**src/tgc_defs.svh**
```systemverilog
// widths, positions and addresses of the tag cache
// assumes one capability_width location per access, byte addresses
`ifndef TGC_DEFS_SVH
`define TGC_DEFS_SVH
`define TGC_ADDR_W   32
`define TGC_CAP_W    64
`define TGC_BE_W     8
`define TGC_BE_ALL   8'hFF
`define TGC_LINES    16
`define TGC_IDX_W    4
`define TGC_LTAG_W   19
`define TGC_POS_W    6
`define TGC_POS_LO   3
`define TGC_POS_HI   8
`define TGC_IDX_LO   9
`define TGC_IDX_HI   12
`define TGC_LTAG_LO  13
`define TGC_TAG_BASE 32'hF000_0000
`endif

```
**src/tgc_pkg.sv**
```systemverilog
// types shared by the tag cache files
// assumes tgc_defs.svh is on the include path
`include "tgc_defs.svh"
package tgc_pkg;
	typedef struct packed {
		logic                  valid;
		logic                  we;
		logic                  clr;
		logic [`TGC_ADDR_W-1:0] addr;
		logic [`TGC_CAP_W-1:0]  wdata;
		logic                  wtag;
	} tgc_up_req_t;
	typedef struct packed {
		logic                 valid;
		logic [`TGC_CAP_W-1:0] rdata;
		logic                 rtag;
	} tgc_up_rsp_t;
	typedef struct packed {
		logic                  valid;
		logic                  we;
		logic [`TGC_ADDR_W-1:0] addr;
		logic [`TGC_CAP_W-1:0]  wdata;
		logic [`TGC_BE_W-1:0]   be;
	} tgc_pl_req_t;
	typedef struct packed {
		logic                 valid;
		logic [`TGC_CAP_W-1:0] rdata;
	} tgc_pl_rsp_t;
	typedef tgc_pl_req_t tgc_mem_req_t;
	typedef struct packed {
		logic                 ack;
		logic [`TGC_CAP_W-1:0] rdata;
	} tgc_mem_rsp_t;
	typedef struct packed {
		logic                  valid;
		logic                  dirty;
		logic [`TGC_LTAG_W-1:0] ltag;
		logic [`TGC_CAP_W-1:0]  bits;
	} tgc_line_t;
	typedef enum logic [2:0] {
		S_IDLE = 3'h0,
		S_LOOK = 3'h1,
		S_WB   = 3'h2,
		S_FILL = 3'h3,
		S_DATA = 3'h4
	} tgc_state_t;
endpackage

```
**src/tgc_tag_ram.sv**
```systemverilog
// direct-mapped store of tag lines, one tag bit per location
// assumes the owner serialises all reads and writes
`include "tgc_defs.svh"
module tgc_tag_ram import tgc_pkg::*; (
	input  wire logic                  clk_sys,
	input  wire logic                  rst,
	input  wire logic [`TGC_IDX_W-1:0] rd_idx,
	output tgc_line_t                  rd_line,
	input  wire logic                  we,
	input  wire logic [`TGC_IDX_W-1:0] wr_idx,
	input  tgc_line_t                  wr_line
);
	tgc_line_t lines [`TGC_LINES];

	assign rd_line = lines[rd_idx];

	// only valid and dirty are reset; contents are refilled before use
	always_ff @(posedge clk_sys) begin
		if (rst) begin
			for (int i = 0; i < `TGC_LINES; i++) begin
				lines[i].valid <= 1'b0;
				lines[i].dirty <= 1'b0;
			end
		end else if (we) begin
			lines[wr_idx] <= wr_line;
		end
	end
endmodule // tgc_tag_ram

```
**src/tgc_top.sv**
```systemverilog
// tag cache between tag-aware initiators, a plain port and untagged dram
// assumes dram holds each request steady-state and acks once with read data
`include "tgc_defs.svh"
module tgc_top import tgc_pkg::*; (
	input  wire logic   clk_sys,
	input  wire logic   rst,
	input  tgc_up_req_t up_req,
	output tgc_up_rsp_t up_rsp,
	output logic        up_rdy,
	input  tgc_pl_req_t pl_req,
	output tgc_pl_rsp_t pl_rsp,
	output logic        pl_rdy,
	output tgc_mem_req_t mem_req,
	input  tgc_mem_rsp_t mem_rsp
);
	// ----------------------------------------
	// decode
	// ----------------------------------------
	function automatic logic [`TGC_POS_W-1:0] tag_pos(input logic [`TGC_ADDR_W-1:0] a);
		return a[`TGC_POS_HI:`TGC_POS_LO];
	endfunction

	function automatic logic [`TGC_ADDR_W-1:0] tag_word(input logic [`TGC_LTAG_W-1:0] lt,
		input logic [`TGC_IDX_W-1:0] ix);
		return `TGC_TAG_BASE + {6'h00, lt, ix, 3'h0};
	endfunction

	tgc_state_t              state;
	logic [`TGC_ADDR_W-1:0]  cur_addr;
	logic [`TGC_CAP_W-1:0]   cur_wdata;
	logic [`TGC_BE_W-1:0]    cur_be;
	logic                    cur_we;
	logic                    cur_clr;
	logic                    cur_tag;
	logic                    cur_plain;
	tgc_line_t               rd_line;
	tgc_line_t               wr_line;
	logic                    ram_we;
	logic                    hit;
	logic                    take_up;
	logic                    take_pl;
	logic [`TGC_IDX_W-1:0]   cur_idx;
	logic [`TGC_LTAG_W-1:0]  cur_ltag;
	logic [`TGC_POS_W-1:0]   pos;

	assign cur_idx  = cur_addr[`TGC_IDX_HI:`TGC_IDX_LO];
	assign cur_ltag = cur_addr[`TGC_ADDR_W-1:`TGC_LTAG_LO];
	assign pos      = tag_pos(cur_addr);
	assign hit      = rd_line.valid && (rd_line.ltag == cur_ltag);
	// tag-aware port wins a tie; plain traffic waits one access
	assign take_up  = (state == S_IDLE) && up_rdy && up_req.valid;
	assign take_pl  = (state == S_IDLE) && pl_rdy && pl_req.valid && !up_req.valid;

	tgc_tag_ram u_ram (
		.clk_sys (clk_sys),
		.rst     (rst),
		.rd_idx  (cur_idx),
		.rd_line (rd_line),
		.we      (ram_we),
		.wr_idx  (cur_idx),
		.wr_line (wr_line)
	);

	// ----------------------------------------
	// tag line updates
	// ----------------------------------------
	always_comb begin
		ram_we  = 1'b0;
		wr_line = rd_line;
		if (state == S_FILL && mem_rsp.ack) begin
			ram_we  = 1'b1;
			wr_line = '{valid: 1'b1, dirty: 1'b0, ltag: cur_ltag, bits: mem_rsp.rdata};
		end else if (state == S_LOOK && hit && cur_clr) begin
			ram_we             = 1'b1;
			wr_line.dirty      = 1'b1;
			wr_line.bits[pos]  = 1'b0;
		end else if (state == S_DATA && mem_rsp.ack && cur_we && (|cur_be)) begin
			ram_we            = 1'b1;
			wr_line.dirty     = 1'b1;
			// plain writers can only clear; only the tag-aware port sets
			wr_line.bits[pos] = cur_plain ? 1'b0 : cur_tag;
		end
	end

	// ----------------------------------------
	// sequencing
	// ----------------------------------------
	always_ff @(posedge clk_sys) begin
		if (rst) begin
			state <= S_IDLE;
		end else begin
			case (state)
				S_IDLE: begin
					if (take_up || take_pl) begin
						state <= S_LOOK;
					end
				end
				S_LOOK: begin
					if (hit) begin
						state <= cur_clr ? S_IDLE : S_DATA;
					end else if (rd_line.valid && rd_line.dirty) begin
						state <= S_WB;
					end else begin
						state <= S_FILL;
					end
				end
				S_WB: begin
					if (mem_rsp.ack) begin
						state <= S_FILL;
					end
				end
				S_FILL: begin
					if (mem_rsp.ack) begin
						state <= S_LOOK;
					end
				end
				S_DATA: begin
					if (mem_rsp.ack) begin
						state <= S_IDLE;
					end
				end
				default: state <= S_IDLE;
			endcase
		end
	end

	always_ff @(posedge clk_sys) begin
		if (rst) begin
			cur_addr  <= '0;
			cur_wdata <= '0;
			cur_be    <= '0;
			cur_we    <= 1'b0;
			cur_clr   <= 1'b0;
			cur_tag   <= 1'b0;
			cur_plain <= 1'b0;
		end else if (take_up) begin
			cur_addr  <= up_req.addr;
			cur_wdata <= up_req.wdata;
			cur_be    <= `TGC_BE_ALL;
			cur_we    <= up_req.we && !up_req.clr;
			cur_clr   <= up_req.clr;
			cur_tag   <= up_req.wtag;
			cur_plain <= 1'b0;
		end else if (take_pl) begin
			cur_addr  <= pl_req.addr;
			cur_wdata <= pl_req.wdata;
			cur_be    <= pl_req.be;
			cur_we    <= pl_req.we;
			cur_clr   <= 1'b0;
			cur_tag   <= 1'b0;
			cur_plain <= 1'b1;
		end
	end

	// ----------------------------------------
	// dram requests
	// ----------------------------------------
	always_ff @(posedge clk_sys) begin
		if (rst) begin
			mem_req <= '0;
		end else if (state == S_LOOK && !hit && rd_line.valid && rd_line.dirty) begin
			mem_req <= '{valid: 1'b1, we: 1'b1, addr: tag_word(rd_line.ltag, cur_idx),
				wdata: rd_line.bits, be: `TGC_BE_ALL};
		end else if ((state == S_LOOK && !hit && !(rd_line.valid && rd_line.dirty))
			|| (state == S_WB && mem_rsp.ack)) begin
			mem_req <= '{valid: 1'b1, we: 1'b0, addr: tag_word(cur_ltag, cur_idx),
				wdata: '0, be: `TGC_BE_ALL};
		end else if (state == S_LOOK && hit && !cur_clr) begin
			mem_req <= '{valid: 1'b1, we: cur_we, addr: cur_addr, wdata: cur_wdata, be: cur_be};
		end else if (mem_rsp.ack) begin
			mem_req <= '0;
		end
	end

	// ----------------------------------------
	// answers; one access in flight keeps tag and data paired
	// ----------------------------------------
	always_ff @(posedge clk_sys) begin
		if (rst) begin
			up_rdy <= 1'b0;
			pl_rdy <= 1'b0;
		end else if (take_up || take_pl) begin
			up_rdy <= 1'b0;
			pl_rdy <= 1'b0;
		end else if (state == S_IDLE || up_rsp.valid || pl_rsp.valid) begin
			up_rdy <= 1'b1;
			pl_rdy <= 1'b1;
		end
	end

	always_ff @(posedge clk_sys) begin
		if (rst) begin
			up_rsp <= '0;
			pl_rsp <= '0;
		end else begin
			up_rsp.valid <= 1'b0;
			pl_rsp.valid <= 1'b0;
			if (state == S_LOOK && hit && cur_clr) begin
				up_rsp <= '{valid: 1'b1, rdata: '0, rtag: 1'b0};
			end else if (state == S_DATA && mem_rsp.ack && !cur_plain) begin
				up_rsp <= '{valid: 1'b1, rdata: cur_we ? '0 : mem_rsp.rdata,
					rtag: cur_we ? 1'b0 : rd_line.bits[pos]};
			end else if (state == S_DATA && mem_rsp.ack) begin
				pl_rsp <= '{valid: 1'b1, rdata: cur_we ? '0 : mem_rsp.rdata};
			end
		end
	end
endmodule // tgc_top

```
**config.mk**
```make
export PLATFORM = sky130hd
export DESIGN_NAME = tgc_top
export DESIGN_NICKNAME = d
export VERILOG_FILES = /design/src/tgc_pkg.sv /design/src/tgc_tag_ram.sv /design/src/tgc_top.sv
export VERILOG_INCLUDE_DIRS = /design/src /design/src/src
export SDC_FILE = /design/constraint.sdc
export NUM_CORES = 2
export LEC_CHECK = 0
export BUFFER_PORTS_ARGS = -buffer_cell sky130_fd_sc_hd__buf_2
export CAP_MARGIN = 5
export CORE_ASPECT_RATIO = 0.75
export CORE_MARGIN = 2
export CORE_UTILIZATION = 60
export DETAILED_ROUTE_END_ITERATION = 12
export PLACE_DENSITY_LB_ADDON = 0.1
export SYNTH_ARGS = -nofsm -noshare
export SYNTH_HDL_FRONTEND = slang
export SYNTH_HIERARCHICAL = 1
export SYNTH_SLANG_ARGS = --single-unit
```
**constraint.sdc**
```tcl
create_clock -name clk_sys -period 13.1 [get_ports clk_sys]
set_clock_uncertainty 0.1 [all_clocks]
set_input_delay 3.93 -clock clk_sys [delete_from_list [all_inputs] [get_ports clk_sys]]
set_output_delay 3.93 -clock clk_sys [all_outputs]
set_load 0.02 [all_outputs]
```
==> results.md <==
- Flops & latches, synth: 1709
- Status: finished, final reports clean
- Synth Cell Area: 0.0677 mm2
- Synth top area share: 0.603
- Gr usage total: 0.345
- Worst reg2reg startpoint: cur_addr[10]
- Clock sink count: 1709
- CTS resizes: 0
- Synthesized instance count: 4242
- Starting Density: 0.606
- Power Dens Cells: 208 mW/mm2
- WP data required: 13.36 ns
- Most frequent cells in the layout: edfxtp_1, nand2_1, buf_2
- P&R area growth vs syn: 13.4%
- Pleak: 0.0254 uW
- Synth top area cells: edfxtp_1, mux4_2, dfxtp_1
- Layout Nets: 4982
- DRC violation count after routing: 0
- Post-synth ARST share: 0
- Min-Delay Endpoint: up_rsp[9]
- Comb power frac: 0.272
- Worst Tran Pin Value: 1.32 ns
- Routability Congestion: 0.892
- Full die area: 0.116 mm2
- Hold Path Cell Cnt: 2
- Crit. End Element: flop
- HPWL after DPL: 123000 um
- Initial drt markers: 6352
- Switching Share: 0.328
- TNS Setup: 0 ns
- Max-slew headroom: 0.116
- Sw Pwr: 5240 uW
- Total CTS buffers: 159
- FF-to-FF setup slack: 5.32 ns
- Root cell of the clock tree: clkbuf_16
- Sequential Power Share: 0.450
- CP Launch Type: primary input
- TritonCTS clock tree: done
- Seq/Total Area, Yosys: 0.706
- Prevailing post-synth register cell: edfxtp_1
- Hold Buf Count CTS: 0
- Drt pass-1 iters: 10
- IO buf count: 511
- Internal power consumption: 10700 uW
- Ratio of cells with drive above 1 in the final layout: 0.262
- Via-per-instance ratio: 6.73
- Post-CTS Setup Bufs: 0
- Post-layout minimum cycle time: 7.81 ns
- Final hold violation count: 0
- Syn_nets: 4515
- Setup CP Type: in2reg
- Wire length per cell: 31.4 um
- Vias in the first global route: 40200
- Number of flops mapped to enable cells by yosys: 1360
- RSZ-0062 raised after global routing: false
- Final setup fails: 0
- # IOs: 512
- Remaining Overflow, GRT: 0
- Tcrit/Tclk final: 0.596
- Synth cell types: 72
- Reg2reg path depth: 12
- Max clock buf depth: 3
- Number of cell rows: 106
- First-pass GRT wire length: 284000 um
- Peak VDD IR: 0.144 mV
- Area leader, netlist: edfxtp_1
- Core area: 0.112 mm2
- Largest net degree at the start of global routing: 153
- Fin. max-slew vios: 0
- WP data arrival: 8.07 ns
- DRT antenna net count: 0
- Max Cap Viol: 0
- Clock Latency Late Sink: 0.77 ns
- H-tree levels: 4
- DR vias: 42900
- FF-to-FF End: u_ram/lines[1][0]
- Die height: 295 um
- FMAX: 128 MHz
- Antenna violations before repair: 25
- Clock slew at reported path FFs: 0.06 ns
- # fillers: 7492
- Hold path start: up_rsp[9]
- Worst-path fanout max: 57
- Clk pwr share: 0.279
- YS warnings: 6
- Hold crit path type: reg2reg
- Most common cell after layout, fill and taps aside: edfxtp_1
- Die W: 392 um
- Mean Syn Cell Area: 16.0 um2
- Hold Worst Slack: 0.352 ns
- Drt total wl: 200000 um
power groups by stage:
stage	registers [uW]	clock network [uW]	logic, uW
final	7180	4450	4330
after global routing	7190	4710	4580
after CTS	7170	4480	4200
after detailed placement	7280	0	4180
after global placement	7280	0	4100
after floorplan	7200	0	2590
synth_stat cells, types with 24 or more instances:
library cell and number:
and2_1 36, mux2i_1 51, a311o_1 38, nor2_1 183, o21ai_0 117, a222oi_1 66, dfxtp_1 349, clkbuf_1 184
a311oi_1 55, a31oi_1 24, a22oi_1 197, nand2_1 605, buf_1 27, mux4_2 344, edfxtp_1 1360, nor2b_1 79
a21oi_1 218, buf_4 33, buf_2 59
stage by stage:
step | worst slack [ns] | power (uW) | std cells | utilization | cell area (um2)
CTS | 5.34 | 15800 | 6345 | 0.687 | 76700
finish | 5.29 | 16000 | 6365 | 0.688 | 76800
floorplan | 1.02 | 9790 | 4242 | - | 67700
global route | 5.01 | 16500 | 6352 | 0.687 | 76800
global placement | 4.71 | 11400 | 6057 | 0.643 | 71800
detailed placement | 4.64 | 11500 | 6057 | 0.643 | 71800
registers in the layout (all words and copies together), names as in the netlist:
signal / count
cur_wdata: 64
cur_plain: 1
u_ram/lines: 1360
cur_be: 8
cur_clr: 1
state: 3
pl_rdy: 1
pl_rsp: 65
cur_addr: 32
up_rsp: 66
mem_req: 106
cur_we: 1
cur_tag: 1
per-layer routing:
metal | wire, um | GRT usage | up-vias | part of all wire
met5 | 123 | 0 | - | 0.00062
met1 | 77600 | 0.513 | 21700 | 0.39
li1 | - | - | 17700 | -
met4 | 8250 | 0.148 | 16 | 0.041
met3 | 28900 | 0.104 | 424 | 0.14
met2 | 84900 | 0.476 | 3061 | 0.43
logic make-up (layout without fill, tap and decap cells):
group,after synthesis,in the layout,share of synthesized area
xor+xnor,19,19,0.00246
simple gates,1007,1007,0.0658
compound gates,786,786,0.0805
buf+inv,323,917,0.0224
other cells,0,17,0
mux,398,398,0.122
flops,1709,1709,0.706
cell type report:
cell class / instances / area [um2] / share of cell area
well taps: 1512 / 1890 / 0.0246
multi-input cells: 2210 / 18600 / 0.242
flip-flops and latches: 1709 / 47800 / 0.623
repair buffers: 623 / 3470 / 0.0452
inverters: 6 / 22.5 / 0.000293
diodes: 17 / 42.5 / 0.000554
clock inverters: 75 / 576 / 0.00749
clock buffers: 213 / 4360 / 0.0567
worst max-delay path, cell delays in order:
cell and delay, ns:
buf_2 0.18, and4bb_2 0.33, o211a_2 0.20, buf_4 0.44, inv_2 0.14, nand3_1 0.25, or4b_1 0.67, nor2_4 0.83
buf_4 0.90
worst max-delay path by stage:
stage,start,endpoint,cells past startpoint
floorplan,mem_rsp[64],u_ram/lines[0][83],9
global placement,mem_rsp[64],u_ram/lines[1][53],9
detailed placement,mem_rsp[64],u_ram/lines[1][23],9
CTS,cur_addr[9],u_ram/lines[1][0],13
global route,cur_addr[9],u_ram/lines[1][0],13
finish,mem_rsp[64],u_ram/lines[1][0],9
(Power assumes the default switching activity.)
